===== src/shared/nbh_pkg.sv =====
// Package with pin groups, command codes and timing counts for the NAND page read host.
package nbh_pkg;
  // ---------------------------------------------------------------
  // Command codes
  // ---------------------------------------------------------------
  localparam logic [7:0] CMD_READ_SETUP = 8'h00;
  localparam logic [7:0] CMD_READ_CONFIRM = 8'h30;
  localparam logic [7:0] CMD_COL_CHANGE = 8'h05;
  localparam logic [7:0] CMD_COL_CONFIRM = 8'he0;
  localparam logic [7:0] CMD_RESET = 8'hff;
  localparam logic [7:0] CMD_STATUS = 8'h70;
  // ---------------------------------------------------------------
  // Address layout
  // ---------------------------------------------------------------
  localparam int ADDR_W = 27;
  localparam int ADDR_CYCLES = 4;
  localparam int COL_W = 11;
  localparam int COL_CYCLES = 2;
  localparam int PAGE_WORDS = 1056;
  localparam int DATA_W = 16;
  // ---------------------------------------------------------------
  // Timing
  // ---------------------------------------------------------------
  localparam int CLK_PERIOD_NS = 10;
  localparam int STROBE_NS = 30;
  localparam int STROBE_CYC = (STROBE_NS + CLK_PERIOD_NS - 1) / CLK_PERIOD_NS;
  localparam int PAGE_LOAD_TIME_NS = 25000;
  localparam int PAGE_LOAD_CYC = PAGE_LOAD_TIME_NS / CLK_PERIOD_NS;
  localparam int RB_SETTLE_NS = 100;
  localparam int RB_SETTLE_CYC = (RB_SETTLE_NS + CLK_PERIOD_NS - 1) / CLK_PERIOD_NS;

  // Pins driven toward the flash.
  typedef struct packed {
    logic chip_en_n;
    logic cmd_latch;
    logic addr_latch;
    logic write_strobe_n;
    logic read_strobe_n;
    logic write_prot_n;
  } nbh_ctl_t;

  // One host request.
  typedef struct packed {
    logic col_only;
    logic [ADDR_W-1:0] addr;
  } nbh_req_t;
endpackage


===== src/verilog/nbh_fifo.sv =====
// Synchronous FIFO with valid and ready on both sides.
`timescale 1ns/1ps
module nbh_fifo #(
  parameter int WIDTH = 16,
  parameter int DEPTH = 8
) (
  // Clock and reset
  input wire logic clk,
  input wire logic rst,
  // Fill side
  input wire logic in_valid,
  output logic in_ready,
  input wire logic [WIDTH-1:0] in_data,
  // Drain side
  output logic out_valid,
  input wire logic out_ready,
  output logic [WIDTH-1:0] out_data
);
  localparam int AW = $clog2(DEPTH);
  initial begin
    if (DEPTH < 2 || (1 << AW) != DEPTH) begin
      $error("nbh_fifo depth must be a power of two, at least 2");
    end
  end
  logic [WIDTH-1:0] mem [DEPTH];
  logic [AW:0] wp_r, wp_nxt, rp_r, rp_nxt;
  logic push, pop;

  assign in_ready = (wp_r - rp_r) != (AW+1)'(DEPTH);
  assign out_valid = wp_r != rp_r;
  assign out_data = mem[rp_r[AW-1:0]];
  assign push = in_valid && in_ready;
  assign pop = out_valid && out_ready;

  always_comb begin
    wp_nxt = push ? wp_r + 1'b1 : wp_r;
    rp_nxt = pop ? rp_r + 1'b1 : rp_r;
  end

  always_ff @(posedge clk) begin
    if (rst) begin
      wp_r <= '0;
      rp_r <= '0;
    end else begin
      wp_r <= wp_nxt;
      rp_r <= rp_nxt;
    end
    if (push) begin
      mem[wp_r[AW-1:0]] <= in_data;
    end
  end
endmodule


===== src/verilog/nbh_host.sv =====
// Host controller that reads NAND pages over the flash pins into a word FIFO.
// Contract
// - Send full 27-bit address in four cycles
// - Address bytes on low lines, unused low
// - Commands and addresses on low lines only
// - Hold write protect high for modify sequences
// - Page read is 00h, address, 30h
`timescale 1ns/1ps
module nbh_host #(
  parameter int PAGE_LOAD_CYCLES = nbh_pkg::PAGE_LOAD_CYC,
  parameter int FIFO_DEPTH = 8
) (
  // Clock and reset
  input wire logic clk,
  input wire logic rst,
  // Read request: full address, or column only within the loaded page
  input wire logic req_valid,
  output logic req_ready,
  input wire nbh_pkg::nbh_req_t req,
  input wire logic [10:0] req_words,
  // Read data stream
  output logic rd_valid,
  input wire logic rd_ready,
  output logic [nbh_pkg::DATA_W-1:0] rd_data,
  output logic busy,
  // Flash pins
  output nbh_pkg::nbh_ctl_t pins,
  input wire logic [nbh_pkg::DATA_W-1:0] io_in,
  output logic [nbh_pkg::DATA_W-1:0] io_out,
  output logic io_oe,
  input wire logic ready_busy_n
);
  initial begin
    if (PAGE_LOAD_CYCLES < 1 || PAGE_LOAD_CYCLES > 65535) begin
      $error("nbh_host page load count must be positive and fit the wait counter");
    end
  end

  // ---------------------------------------------------------------
  // Sequencer
  // ---------------------------------------------------------------
  typedef enum logic [3:0] {
    ST_IDLE, ST_CMD1, ST_ADDR, ST_CMD2, ST_SETTLE, ST_WAIT, ST_READ, ST_PUSH
  } nbh_state_t;

  nbh_state_t state_r, state_nxt;
  nbh_pkg::nbh_req_t req_r, req_nxt;
  nbh_pkg::nbh_ctl_t pins_r, pins_nxt;
  logic [nbh_pkg::DATA_W-1:0] io_out_r, io_out_nxt;
  logic io_oe_r, io_oe_nxt;
  logic [2:0] acnt_r, acnt_nxt;
  logic [1:0] ph_r, ph_nxt;
  logic [15:0] wait_r, wait_nxt;
  logic [10:0] left_r, left_nxt;
  logic [nbh_pkg::DATA_W-1:0] word_r, word_nxt;
  logic [nbh_pkg::COL_W-1:0] col;
  logic page_loaded_r, page_loaded_nxt;
  logic f_valid, f_ready;
  logic [7:0] addr_byte;

  assign pins = pins_r;
  assign io_out = io_out_r;
  assign io_oe = io_oe_r;
  assign req_ready = (state_r == ST_IDLE);
  assign busy = (state_r != ST_IDLE);
  assign f_valid = (state_r == ST_PUSH);
  assign col = req_r.addr[nbh_pkg::COL_W-1:0];

  // Address cycle map, lowest bits first, unused lines low.
  always_comb begin
    case (acnt_r)
      3'h0: addr_byte = col[7:0];
      3'h1: addr_byte = {5'h00, col[10:8]};
      3'h2: addr_byte = req_r.addr[18:11];
      3'h3: addr_byte = req_r.addr[26:19];
      default: addr_byte = 8'h00;
    endcase
  end

  always_comb begin
    state_nxt = state_r;
    req_nxt = req_r;
    pins_nxt = pins_r;
    io_out_nxt = io_out_r;
    io_oe_nxt = io_oe_r;
    acnt_nxt = acnt_r;
    ph_nxt = ph_r;
    wait_nxt = wait_r;
    left_nxt = left_r;
    word_nxt = word_r;
    page_loaded_nxt = page_loaded_r;
    // A read never starts a modify operation, so protection stays asserted.
    pins_nxt.write_prot_n = 1'b0;
    case (state_r)
      ST_IDLE: begin
        pins_nxt = '{chip_en_n: 1'b1, cmd_latch: 1'b0, addr_latch: 1'b0,
                     write_strobe_n: 1'b1, read_strobe_n: 1'b1, write_prot_n: 1'b0};
        io_oe_nxt = 1'b0;
        if (req_valid) begin
          req_nxt = req;
          // A column-only request needs a page already loaded by a full read.
          req_nxt.col_only = req.col_only && page_loaded_r;
          left_nxt = req_words;
          acnt_nxt = '0;
          ph_nxt = '0;
          state_nxt = ST_CMD1;
        end
      end
      ST_CMD1, ST_CMD2: begin
        ph_nxt = ph_r + 2'h1;
        pins_nxt.chip_en_n = 1'b0;
        pins_nxt.cmd_latch = 1'b1;
        pins_nxt.addr_latch = 1'b0;
        io_oe_nxt = 1'b1;
        if (state_r == ST_CMD1) begin
          io_out_nxt = {8'h00, req_r.col_only ? nbh_pkg::CMD_COL_CHANGE
                                              : nbh_pkg::CMD_READ_SETUP};
        end else begin
          io_out_nxt = {8'h00, req_r.col_only ? nbh_pkg::CMD_COL_CONFIRM
                                              : nbh_pkg::CMD_READ_CONFIRM};
        end
        pins_nxt.write_strobe_n = (ph_r == 2'h0 || ph_r == 2'h3);
        if (ph_r == 2'h3) begin
          // The latch enable stays up through the strobe rise; the next state drops it.
          ph_nxt = '0;
          state_nxt = (state_r == ST_CMD1) ? ST_ADDR : ST_SETTLE;
          wait_nxt = '0;
        end
      end
      ST_ADDR: begin
        ph_nxt = ph_r + 2'h1;
        pins_nxt.addr_latch = 1'b1;
        pins_nxt.cmd_latch = 1'b0;
        io_oe_nxt = 1'b1;
        io_out_nxt = {8'h00, addr_byte};
        pins_nxt.write_strobe_n = (ph_r == 2'h0 || ph_r == 2'h3);
        if (ph_r == 2'h3) begin
          ph_nxt = '0;
          acnt_nxt = acnt_r + 3'h1;
          if (acnt_r == 3'(req_r.col_only ? nbh_pkg::COL_CYCLES - 1
                                            : nbh_pkg::ADDR_CYCLES - 1)) begin
            state_nxt = ST_CMD2;
          end
        end
      end
      ST_SETTLE: begin
        // Ready/busy may lag the confirm strobe; wait before sampling it.
        io_oe_nxt = 1'b0;
        pins_nxt.cmd_latch = 1'b0;
        wait_nxt = wait_r + 16'h1;
        if (wait_r == 16'(nbh_pkg::RB_SETTLE_CYC)) begin
          wait_nxt = '0;
          state_nxt = ST_WAIT;
        end
      end
      ST_WAIT: begin
        wait_nxt = wait_r + 16'h1;
        if (ready_busy_n || wait_r == 16'(PAGE_LOAD_CYCLES)) begin
          page_loaded_nxt = 1'b1;
          ph_nxt = '0;
          state_nxt = (left_r == '0) ? ST_IDLE : ST_READ;
        end
      end
      ST_READ: begin
        ph_nxt = ph_r + 2'h1;
        pins_nxt.read_strobe_n = (ph_r == 2'h3);
        if (ph_r == 2'h3) begin
          word_nxt = io_in;
          state_nxt = ST_PUSH;
        end
      end
      ST_PUSH: begin
        ph_nxt = '0;
        if (f_ready) begin
          left_nxt = left_r - 11'h1;
          state_nxt = (left_r == 11'h1) ? ST_IDLE : ST_READ;
        end
      end
      default: state_nxt = ST_IDLE;
    endcase
  end

  always_ff @(posedge clk) begin
    if (rst) begin
      state_r <= ST_IDLE;
      req_r <= '0;
      pins_r <= '{chip_en_n: 1'b1, cmd_latch: 1'b0, addr_latch: 1'b0,
                  write_strobe_n: 1'b1, read_strobe_n: 1'b1, write_prot_n: 1'b0};
      io_out_r <= '0;
      io_oe_r <= 1'b0;
      acnt_r <= '0;
      ph_r <= '0;
      wait_r <= '0;
      left_r <= '0;
      word_r <= '0;
      page_loaded_r <= 1'b0;
    end else begin
      state_r <= state_nxt;
      req_r <= req_nxt;
      pins_r <= pins_nxt;
      io_out_r <= io_out_nxt;
      io_oe_r <= io_oe_nxt;
      acnt_r <= acnt_nxt;
      ph_r <= ph_nxt;
      wait_r <= wait_nxt;
      left_r <= left_nxt;
      word_r <= word_nxt;
      page_loaded_r <= page_loaded_nxt;
    end
  end

  // ---------------------------------------------------------------
  // Read data buffer
  // ---------------------------------------------------------------
  nbh_fifo #(.WIDTH(nbh_pkg::DATA_W), .DEPTH(FIFO_DEPTH)) u_fifo (
    .clk(clk),
    .rst(rst),
    .in_valid(f_valid),
    .in_ready(f_ready),
    .in_data(word_r),
    .out_valid(rd_valid),
    .out_ready(rd_ready),
    .out_data(rd_data)
  );
endmodule

===== config.mk =====
export PLATFORM = sky130hd
export DESIGN_NAME = nbh_host
export DESIGN_NICKNAME = d
export VERILOG_FILES = /design/src/shared/nbh_pkg.sv /design/src/verilog/nbh_fifo.sv /design/src/verilog/nbh_host.sv
export SDC_FILE = /design/constraint.sdc
export NUM_CORES = 1
export LEC_CHECK = 0
export BUFFER_PORTS_ARGS = -buffer_cell sky130_fd_sc_hd__clkbuf_2
export CAP_MARGIN = 30
export CORE_AREA = 10 10 146 175
export CTS_BUF_LIST = sky130_fd_sc_hd__clkbuf_2 sky130_fd_sc_hd__clkbuf_4 sky130_fd_sc_hd__clkbuf_8
export DETAILED_ROUTE_END_ITERATION = 16
export DIE_AREA = 0 0 156 185
export PLACE_DENSITY = 0.72
export SLEW_MARGIN = 25
export SYNTH_ARGS = -nofsm -noshare
export SYNTH_HDL_FRONTEND = slang
export SYNTH_SLANG_ARGS = --single-unit

===== constraint.sdc =====
create_clock -name clk -period 4.5 [get_ports clk]
set_input_delay 0 -clock clk [delete_from_list [all_inputs] [get_ports clk]]
set_output_delay 0 -clock clk [all_outputs]
set_load 0.03 [all_outputs]

==> impl_metrics.sql, run 1 <==
INSERT INTO impl_metrics (metric_group, metric, value, unit) VALUES
('worst_setup_path', 'worstPathMaxFanout', '16', ''),
('routing', 'ant_nets', '0', ''),
('routing', 'detail_route.first_pass.iterations', '5', ''),
('global_routing', 'largest_net_degree_at_the_start_of_global_routing', '96', ''),
('floorplanning', 'initial_utilization', '44.4', '%'),
('timing', 'unrepaired_setup_endpoints_after_global_routing', 'no', ''),
('timing', 'worstMarginPinSlew', '0.910', 'ns'),
('global_routing', 'grt_first_pass_wirelength', '36800', 'um'),
('yosys', 'post_synthesis_share_of_cell_area_spent_on_and_or_nand_and_nor_gates', '13.2', '%'),
('yosys', 'netlist-cell-type-count', '63', ''),
('floorplanning', 'die_width', '156', 'um'),
('timing', 'final_critical_path_time_including_i_o_delays_and_setup', '3.14', 'ns'),
('pwr', 'power.static_leakage', '4.25', 'nW'),
('pwr', 'power.sequential.fraction', '46.0', '%'),
('yosys', 'synth_area_in_compound_gates', '9.53', '%'),
('timing', 'period_share', '69.9', '%'),
('yosys', 'yosys-mux-area-fraction', '9.38', '%'),
('run', 'drv.max_cap_violation_count', '0', ''),
('yosys', 'ys_seq_area_share', '60.5', '%'),
('cts', 'clock_latency', '0.53', 'ns'),
('pwr', 'combinationalPowerShare', '17.5', '%'),
('layout', 'antenna_cells_inserted', '0', ''),
('yosys', 'synth_flop_cell', 'edfxtp_1', ''),
('floorplanning', 'placeableCoreArea', '22100', 'um^2'),
('yosys', 'synthAdderAreaFrac', '2.16', '%'),
('routing', 'detail_route.iter0.violations', '378', ''),
('yosys', 'synth_edf_count', '128', ''),
('cts', 'number_of_buffers_inserted_for_hold_repair_after_clock_tree_synthesis', '58', ''),
('cts', 'clk_path_buf_depth', '3', ''),
('global_routing', 'grtUsageTotal', '15.8', '%'),
('timing', 'finalHoldViolCount', '0', ''),
('yosys', 'ys_seq_elements', '233', ''),
('floorplanning', 'design.die.area', '28900', 'um^2'),
('cts', 'cts.sink_count', '233', ''),
('layout', 'finish.net_count', '1060', ''),
('floorplanning', 'num_io_pins', '102', ''),
('cts', 'clock_tree.htree_level_count', '2', ''),
('min_path', 'class_of_the_tightest_hold_or_removal_check', 'in2reg', ''),
('yosys', 'synth_top_family_by_area', 'simple AND/OR/NAND/NOR gates', ''),
('worst_setup_path', 'worst-setup-path-type', 'reg2reg', ''),
('timing', 'timing.setup.tns', '0', 'ns'),
('floorplanning', 'die_height', '185', 'um'),
('pwr', 'power-per-cell-area', '449', 'nW/um^2'),
('place', 'number_of_port_buffers', '92', ''),
('yosys', 'mappedNetlistArea', '9830', 'um^2'),
('worst_setup_path', 'critPathLaunchType', 'register', ''),
('yosys', 'yosysWarningCount', '0', ''),
('timing', 'slew_headroom', '39.2', '%'),
('layout', 'layout_common_cells', 'edfxtp_1, nand2_1, dfxtp_1', ''),
('layout', 'synthToLayoutAreaGrowth', '22.0', '%'),
('layout', 'nFillCells', '1839', ''),
('pwr', 'share_clk_of_total_power', '36.5', '%'),
('pwr', 'internal_power', '3.85', 'mW'),
('routing', 'routedWlPerCell', '17.8', 'um'),
('place', 'detailed_place_hpwl', '14500', 'um'),
('pwr', 'ir_drop', '0.446', 'mV'),
('pwr', 'netSwitchingPower', '1.54', 'mW'),
('timing', 'setup_viol_count_final', '0', ''),
('yosys', 'syn_avg_cell_area', '11.9', 'um^2'),
('routing', 'vias', '6865', ''),
('cts', 'post_cts_buffers', '0', ''),
('worst_setup_path', 'worst_ep_arrival_time', '3.28', 'ns'),
('pwr', 'power_switching_share', '28.6', '%'),
('timing', 'max_freq', '318', 'MHz'),
('layout', 'layout.cells.most_common', 'edfxtp_1', ''),
('yosys', 'post_synth_xor_area_fraction', '1.83', '%'),
('floorplanning', 'placementRows', '60', ''),
('outcome', 'run_status', 'finished, final reports clean', ''),
('layout', 'final_layout_size_suffix_gt1_share', '23.7', '%'),
('cts', 'numCtsBuffers', '38', ''),
('cts', 'clk_transition_reported_paths', '0.06', 'ns');
[state kept, by name, summed over array words and instances (netlist names), named ones only]
| name | cells |
|---|---|
| req_r | 17 |
| pins | 5 |
| page_loaded_r | 1 |
| col | 11 |
| io_oe | 1 |
| wait_r | 16 |
| u_fifo.mem | 128 |
| ph_r | 2 |
| state_r | 3 |
| word_r | 16 |
| io_out | 8 |
| u_fifo.rp_r | 4 |
| u_fifo.wp_r | 4 |
| acnt_r | 3 |
| left_r | 11 |
[worst paths after layout]
kind,startpoint,endpoint,slack [ns],cells past startpoint
worst max-delay path,u_fifo.wp_r[0],u_fifo.mem[2][5],1.36,6
worst max register to register,u_fifo.wp_r[0],u_fifo.mem[2][5],1.36,6
worst min register to register,req_r[21],req_r[21],0.45,2
worst min-delay path,req[26],req_r[26],0.24,4
[stage by stage]
step | instance area, um^2 | util [%] | instances | setup WS, ns | power (mW)
finish | 12000 | 54.2 | 1291 | 1.36 | 5.39
global route | 12000 | 54.2 | 1291 | 1.13 | 5.65
CTS | 11900 | 53.9 | 1288 | 1.35 | 5.41
detailed placement | 10500 | 47.6 | 1161 | 1.40 | 3.41
global placement | 10500 | 47.6 | 1161 | 1.48 | 3.39
floorplan | 9860 | - | 833 | 1.07 | 3.18
[logic make-up (layout without fill, tap and decap cells)]
| logic type | after synthesis | count (layout) |
|---|---|---|
| AOI/OAI and AO/OA | 154 | 154 |
| xor gates and xnor gates | 19 | 19 |
| adders and majority gates | 17 | 17 |
| buffers and inverters | 75 | 254 |
| DFF | 233 | 233 |
| muxes | 50 | 50 |
| other | 1 | 9 |
| and+or+nand+nor | 276 | 276 |
[worst max-delay path: stages, from the launching register on]
cell,delay [ns]
dfxtp_1,0.49
inv_1,0.16
ha_1,0.32
and3_1,0.20
o211ai_1,0.20
and3_1,0.48
and4_1,0.87
[routing by layer]
metal / global-route usage (%) / vias to the layer above / part of all wire, %
met1: 17.9 / 3295 / 39
li1: - / 3322 / -
met2: 28.0 / 200 / 52
met5: 0 / - / 0
met4: 6.20 / 0 / 2.9
met3: 4.06 / 48 / 6.1
[layout make-up]
| type | count | area, um^2 | share of cell area, % |
|---|---|---|---|
| Timing Repair Buffer | 163 | 1160 | 9.70 |
| Inverter | 22 | 82.6 | 0.689 |
| Multi-Input combinational cell | 525 | 3620 | 30.2 |
| Tap cell | 279 | 349 | 2.91 |
| Clock inverter | 10 | 96.3 | 0.803 |
| Sequential cell | 233 | 5950 | 49.6 |
| Clock buffer | 59 | 737 | 6.14 |
[power by group through the flow]
stage          clock (mW)  sequential (mW)  combinational (mW)
2_1_floorplan           0             2.51               0.667
3_3_place_gp            0             2.51               0.878
3_5_place_dp            0             2.52               0.887
4_1_cts              2.01             2.48               0.931
5_1_grt              2.10             2.50                1.05
6_report             1.97             2.48               0.941
[synth_stat cells, types with 4 or more instances]
library cell | count | share of area [%]
edfxtp_1 | 128 | 39
nand2_1 | 114 | 4.4
dfxtp_1 | 105 | 21
a21oi_1 | 82 | 4.2
nor2_1 | 62 | 2.4
mux4_2 | 32 | 7.3
clkbuf_1 | 26 | 0.99
nor3_1 | 24 | 1.2
o21ai_0 | 23 | 1.2
inv_1 | 22 | 0.84
ha_1 | 17 | 2.2
mux2_2 | 17 | 1.9
xnor2_1 | 16 | 1.4
nand3_1 | 14 | 0.71
buf_2 | 13 | 0.66
nand2b_1 | 10 | 0.64
buf_4 | 9 | 0.69
a22oi_1 | 8 | 0.61
nor2b_1 | 8 | 0.51
and3_1 | 7 | 0.45
nor4_1 | 6 | 0.38
a21o_1 | 5 | 0.38
a222oi_1 | 5 | 0.51
buf_1 | 5 | 0.19
nor3b_1 | 5 | 0.38
or2_2 | 5 | 0.32
a211oi_1 | 4 | 0.31
o21a_1 | 4 | 0.31
(Power assumes the default switching activity.)
==> run 2, diff against run 1 <==
- PLACE_DENSITY: 0.72 -> 0.75
- clock period: 4.5 -> 2.55 ns (I/O delays scaled with it)
==> run 2 against run 1 <==
Cell area rose by 4.2%. Final cell count is 3.5% higher. Worst hold slack got worse by 0.0028 ns. Combinational power is 94% higher. Count of clock-buffer cells in the layout is 1 lower. Critical path type unchanged.
==> impl_metrics.sql, run 2 (synthesis results as in run 1) <==
INSERT INTO impl_metrics (metric_group, metric, value, unit) VALUES
('worst_setup_path', 'worstPathBufferInverterCount', '3', ''),
('global_routing', 'first_global_vias', '7588', ''),
('timing', 'final_max_slew_viol_count', '0', ''),
('routing', 'drt-total-wl', '23200', 'um'),
('worst_setup_path', 'crit_path_end_kind', 'register', ''),
('layout', 'post-route-util', '56.4', '%'),
('layout', 'synthToLayoutAreaGrowth', '27.1', '%'),
('timing', 'final_critical_path_time_including_i_o_delays_and_setup', '2.40', 'ns'),
('cts', 'clk_transition_reported_paths', '0.06', 'ns'),
('worst_setup_path', 'critPathRequiredTime', '2.97', 'ns'),
('place', 'gp_routability_congestion', '0.851', ''),
('timing', 'unrepaired_setup_endpoints_after_global_routing', 'no', ''),
('timing', 'slew_headroom', '41.5', '%'),
('layout', 'final_layout_size_suffix_gt1_share', '24.8', '%'),
('timing', 'timing.setup.tns', '0', 'ns'),
('worst_setup_path', 'worstPathMaxFanout', '7', ''),
('layout', 'layout_common_cells', 'edfxtp_1, nand2_1, dfxtp_1', ''),
('floorplanning', 'placementRows', '60', ''),
('routing', 'vias', '7109', ''),
('pwr', 'ir_drop', '0.574', 'mV'),
('place', 'number_of_port_buffers', '92', ''),
('pwr', 'power.static_leakage', '4.54', 'nW'),
('place', 'detailed_place_hpwl', '14600', 'um'),
('timing', 'period_share', '93.9', '%'),
('worst_setup_path', 'critPathLaunchType', 'register', ''),
('routing', 'ant_nets', '0', ''),
('cts', 'cts-root-buf', 'clkbuf_8', ''),
('global_routing', 'grt_antenna_before_repair', '0', ''),
('worst_setup_path', 'cpMostUsedCell', 'buf_4', ''),
('layout', 'nFillCells', '1768', ''),
('timing', 'timing.clock.skew', '0.0341', 'ns'),
('worst_setup_path', 'path_cells', 'inv_2 > ha_1 > and3_1 > o211ai_1 > buf_4 > nand3_2 > nor3_4 > buf_4 > mux2_2', ''),
('global_routing', 'global_route_overflow', '0', ''),
('pwr', 'report.power.total', '9.51', 'mW'),
('layout', 'layout.cells.most_common', 'edfxtp_1', ''),
('worst_setup_path', 'timing.critical_path.slowest_cell_delay', '0.43', 'ns'),
('run', 'drv.max_cap_violation_count', '0', ''),
('floorplanning', 'num_io_pins', '102', ''),
('cts', 'numCtsBuffers', '38', ''),
('cts', 'clk_path_buf_depth', '3', ''),
('layout', 'antenna_cells_inserted', '0', ''),
('place', 'placedInstanceArea', '10800', 'um^2'),
('floorplanning', 'initial_utilization', '44.4', '%'),
('floorplanning', 'placeableCoreArea', '22100', 'um^2'),
('outcome', 'run_status', 'finished, final reports clean', ''),
('timing', 'max_freq', '418', 'MHz'),
('global_routing', 'grt_first_pass_wirelength', '38300', 'um'),
('routing', 'vias_per_cell', '5.32', ''),
('floorplanning', 'die_height', '185', 'um'),
('pwr', 'power-per-cell-area', '761', 'nW/um^2'),
('worst_setup_path', 'worst_path_dominant_cell_family', 'simple AND/OR/NAND/NOR gates', ''),
('routing', 'detail_route.iter0.violations', '436', ''),
('layout', 'number_of_flip_flops_under_the_largest_register_name', '128', ''),
('cts', 'clock_tree.htree_level_count', '2', ''),
('cts', 'cts.sink_count', '233', ''),
('global_routing', 'grtUsageTotal', '16.3', '%'),
('global_routing', 'largest_net_degree_at_the_start_of_global_routing', '48', ''),
('routing', 'routedWlPerCell', '17.4', 'um'),
('floorplanning', 'design.die.area', '28900', 'um^2'),
('worst_setup_path', 'crit_slowest_cell', 'dfxtp_4', ''),
('layout', 'final_area', '12500', 'um^2'),
('cts', 'cts_tree', 'done', ''),
('min_path', 'class_of_the_tightest_hold_or_removal_check', 'in2reg', ''),
('timing', 'worstMarginPinSlew', '0.876', 'ns'),
('worst_setup_path', 'worst_ep_arrival_time', '2.81', 'ns'),
('cts', 'clock_latency', '0.53', 'ns'),
('timing', 'setup_viol_count_final', '0', ''),
('floorplanning', 'die_width', '156', 'um'),
('routing', 'remaining_drc_errors', '0', ''),
('routing', 'detail_route.first_pass.iterations', '5', ''),
('timing', 'finalHoldViolCount', '0', ''),
('worst_setup_path', 'worst-setup-path-type', 'reg2reg', ''),
('layout', 'finish.net_count', '1105', '');
[run 2: worst reg2reg max path: cells and delay by family (launching register included)]
| kind | cells | cell delay, ns |
|---|---|---|
| adders and majority gates | 1 | 0.29 |
| buffers and inverters | 3 | 0.45 |
| and+or+nand+nor | 3 | 0.68 |
| muxes | 1 | 0.34 |
| DFF | 1 | 0.43 |
| AOI/OAI and AO/OA | 1 | 0.11 |
[run 2: routing by layer]
metal	share of wire [%]	wire length, um	vias to the layer above	GRT usage (%)
li1	-	-	3408	-
met1	39	9140	3439	18.6
met2	51	11900	221	28.8
met3	6.8	1590	41	4.25
met4	2.3	544	0	5.52
met5	0	0	-	0
[run 2: area by class of cell]
class	instances	area, um^2	share of cell area [%]
clock buffer	58	717	5.74
clock inverter	11	86.3	0.691
tap	279	349	2.79
sequential	233	5960	47.7
timing repair buffer	208	1630	13.0
multi-input combinational	525	3680	29.4
inverter	22	82.6	0.661
[run 2: stage by stage]
step / worst slack [ns] / hold slack, ns / std cells
after CTS: 0.0620 / 0.211 / 1334
final: 0.155 / 0.242 / 1336
after global routing: 0.0257 / 0.250 / 1336
after global placement: 0.149 / 0.224 / 1178
after detailed placement: 0.0722 / 0.229 / 1178
after floorplan: 0.0000189 / 0.136 / 833
[run 2: final timing paths]
| kind | from | end | slack, ns | cells past startpoint |
|---|---|---|---|---|
| max reg2reg | u_fifo.wp_r[0] | u_fifo.wp_r[3] | 0.15 | 9 |
| max | u_fifo.wp_r[0] | u_fifo.wp_r[3] | 0.15 | 9 |
| min | req[5] | col[5] | 0.24 | 4 |
| min reg2reg | col[3] | col[3] | 0.46 | 2 |
[run 2: report_power, final]
part           total, mW  switching (mW)  internal [mW]
registers           4.34           0.209           4.13
clock network       3.34            1.43           1.91
logic               1.83            1.12          0.713
[run 2: timing repair]
item,in CTS,in global routing
resized for setup,0,0
setup endpoints to repair,0,45
setup buffers,0,2
hold buffers,87,0
endpoints found under the hold margin,69,0
==> run 3, diff against run 2 <==
- CELL_PAD_IN_SITES_DETAIL_PLACEMENT: not set -> 0
- CELL_PAD_IN_SITES_GLOBAL_PLACEMENT: not set -> 1
- CORE_AREA: 10 10 146 175 -> 10 10 148 177
- DIE_AREA: 0 0 156 185 -> 0 0 158 187
- PLACE_DENSITY: 0.75 -> 0.86
==> run 3 against run 2 <==
Via count decreased by 3.9%. Power increased by 3.4%. Worst hold slack worse by 0.0063 ns. Clock power rose by 10%. Cell area decreased by 0.11%. Global-route usage fell by 0.94 points. Register-to-register slack about the same. Critical path type unchanged.
==> impl_metrics.sql, run 3 (synthesis results as in run 1) <==
INSERT INTO impl_metrics (metric_group, metric, value, unit) VALUES
('timing', 'timing.clock.skew', '0.0238', 'ns'),
('global_routing', 'largest_net_degree_at_the_start_of_global_routing', '40', ''),
('cts', 'cts_tree', 'done', ''),
('cts', 'post_cts_buffers', '0', ''),
('outcome', 'run_status', 'finished, final reports clean', ''),
('cts', 'clk_path_buf_depth', '3', ''),
('pwr', 'power-per-cell-area', '788', 'nW/um^2'),
('routing', 'routedWlPerCell', '17.1', 'um'),
('floorplanning', 'placementRows', '61', ''),
('cts', 'cts-root-buf', 'clkbuf_8', ''),
('cts', 'numCtsBuffers', '38', ''),
('routing', 'vias_per_cell', '5.15', ''),
('layout', 'final_layout_size_suffix_gt1_share', '25.6', '%'),
('cts', 'cts.sink_count', '233', ''),
('min_path', 'hold-path-cell-count', '4', ''),
('place', 'number_of_port_buffers', '92', ''),
('worst_setup_path', 'worst_r2r_dst', 'u_fifo.mem[7][3]', ''),
('worst_setup_path', 'critPathRequiredTime', '2.75', 'ns'),
('worst_setup_path', 'worstReg2RegStart', 'u_fifo.wp_r[1]', ''),
('timing', 'timing.setup.tns', '0', 'ns'),
('global_routing', 'global_route_overflow', '0', ''),
('worst_setup_path', 'critPathLaunchType', 'register', ''),
('cts', 'clk_transition_reported_paths', '0.07', 'ns'),
('place', 'detailed_place_hpwl', '15100', 'um'),
('timing', 'slew_headroom', '38.1', '%'),
('timing', 'period_share', '94.4', '%'),
('routing', 'remaining_drc_errors', '0', ''),
('routing', 'detail_route.iter0.violations', '406', ''),
('layout', 'synthToLayoutAreaGrowth', '27.0', '%'),
('routing', 'detail_route.first_pass.iterations', '6', ''),
('timing', 'finalHoldViolCount', '0', ''),
('worst_setup_path', 'crit_path_end_kind', 'register', ''),
('layout', 'final-seq-area', '5960', 'um^2'),
('timing', 'setup_viol_count_final', '0', ''),
('worst_setup_path', 'timing.critical_path.to', 'u_fifo.mem[7][3]', ''),
('place', 'gp_routability_congestion', '0.808', ''),
('routing', 'ant_nets', '0', ''),
('floorplanning', 'die_height', '187', 'um'),
('pwr', 'power.static_leakage', '4.52', 'nW'),
('floorplanning', 'initial_utilization', '43.1', '%'),
('pwr', 'ir_drop', '0.586', 'mV'),
('routing', 'vias', '6834', ''),
('floorplanning', 'design.die.area', '29500', 'um^2'),
('run', 'drv.max_cap_violation_count', '0', ''),
('timing', 'final_critical_path_time_including_i_o_delays_and_setup', '2.41', 'ns'),
('timing', 'final_max_slew_viol_count', '0', ''),
('global_routing', 'first_global_vias', '7240', ''),
('layout', 'number_of_flip_flops_under_the_largest_register_name', '128', ''),
('worst_setup_path', 'worst_ep_arrival_time', '2.61', 'ns'),
('floorplanning', 'die_width', '158', 'um'),
('floorplanning', 'num_io_pins', '102', ''),
('cts', 'clock_latency', '0.54', 'ns'),
('pwr', 'report.power.total', '9.83', 'mW'),
('timing', 'max_freq', '415', 'MHz'),
('worst_setup_path', 'r2r_cells', '6', ''),
('routing', 'drt-total-wl', '22700', 'um'),
('global_routing', 'grt_first_pass_wirelength', '36600', 'um'),
('place', 'dp.cells', '1183', ''),
('cts', 'clock_tree.htree_level_count', '2', ''),
('worst_setup_path', 'worstPathMaxFanout', '15', ''),
('floorplanning', 'placeableCoreArea', '22800', 'um^2'),
('layout', 'final-instance-count-excl-fill', '1327', ''),
('layout', 'layout.cells.most_common', 'edfxtp_1', ''),
('min_path', 'class_of_the_tightest_hold_or_removal_check', 'in2reg', ''),
('layout', 'finish.net_count', '1092', ''),
('global_routing', 'grtUsageTotal', '15.3', '%'),
('worst_setup_path', 'reg2reg_slack', '0.14', 'ns'),
('layout', 'multi_input_comb_area', '3680', 'um^2'),
('timing', 'unrepaired_setup_endpoints_after_global_routing', 'no', ''),
('timing', 'worstMarginPinSlew', '0.927', 'ns'),
('worst_setup_path', 'worst-setup-path-type', 'reg2reg', ''),
('layout', 'layout_common_cells', 'edfxtp_1, nand2_1, dfxtp_1', ''),
('layout', 'antenna_cells_inserted', '0', ''),
('layout', 'nFillCells', '1906', ''),
('global_routing', 'grt_antenna_before_repair', '0', ''),
('worst_setup_path', 'timing.critical_path.from', 'u_fifo.wp_r[1]', '');
==> run 3: cell count changes in the layout (fill, tap and decap cells not counted), moves of 3 or more <==
cell | before | now
buf_4 | 24 | 21
bufinv_16 | 1 | 5
clkbuf_4 | 13 | 10
clkbuf_8 | 45 | 42
clkinv_1 | 5 | 0
clkinv_2 | 1 | 8
dlygate4sd3_1 | 87 | 75
==> run 3: where the power goes <==
group          internal [mW]  switching [mW]
sequential              4.13           0.170
clock                   2.20            1.48
combinational          0.698            1.15
total                   7.03            2.80
==> run 3: metrics by stage <==
step | cell area (um^2) | worst slack, ns | utilization [%] | hold WS (ns)
finish | 12500 | 0.142 | 54.7 | 0.236
detailed placement | 10800 | 0.154 | 47.5 | 0.229
floorplan | 9970 | 0.0000189 | - | 0.136
CTS | 12500 | 0.111 | 54.7 | 0.212
global placement | 10800 | 0.183 | 47.5 | 0.224
global route | 12500 | 0.0134 | 54.7 | 0.243
==> run 3: area by class of cell <==
type                    count  area share (%)
inverters                  22           0.662
well taps                 283            2.84
clock buffers              52            5.23
repair buffers            195            12.2
flip-flops and latches    233            47.7
clock inverters            17            1.86
multi-input cells         525            29.5
==> run 3: critical path: stages (launching register included) <==
cell	delay, ns
dfxtp_4	0.45
ha_1	0.28
nor2b_1	0.13
o211ai_1	0.38
nand3_2	0.23
nor3_4	0.27
buf_4	0.31
==> run 3: repair_timing <==
action	CTS	global route
hold buffers	75	0
setup endpoints to repair	0	3
hold endpoints to repair	74	0
gates resized for setup	0	1
==> run 3: how the worst min path moves through the flow <==
stage	startpoint	end	slack [ns]
4_1_cts	req[4]	col[4]	0.21
3_3_place_gp	io_in[4]	word_r[4]	0.22
6_report	req[4]	col[4]	0.24
3_5_place_dp	io_in[3]	word_r[3]	0.23
2_1_floorplan	req[3]	col[3]	0.14
5_1_grt	req[17]	req_r[17]	0.24
==> run 3: routing by layer <==
metal  wire length (um)  part of all wire (%)  vias up  global-route usage [%]
li1                   -                     -     3380                       -
met1               9170                    40     3236                    17.2
met2              11800                    52      180                    27.4
met3               1280                   5.6       38                    3.52
met4                492                   2.2        0                    5.57
met5                  0                     0        -                       0
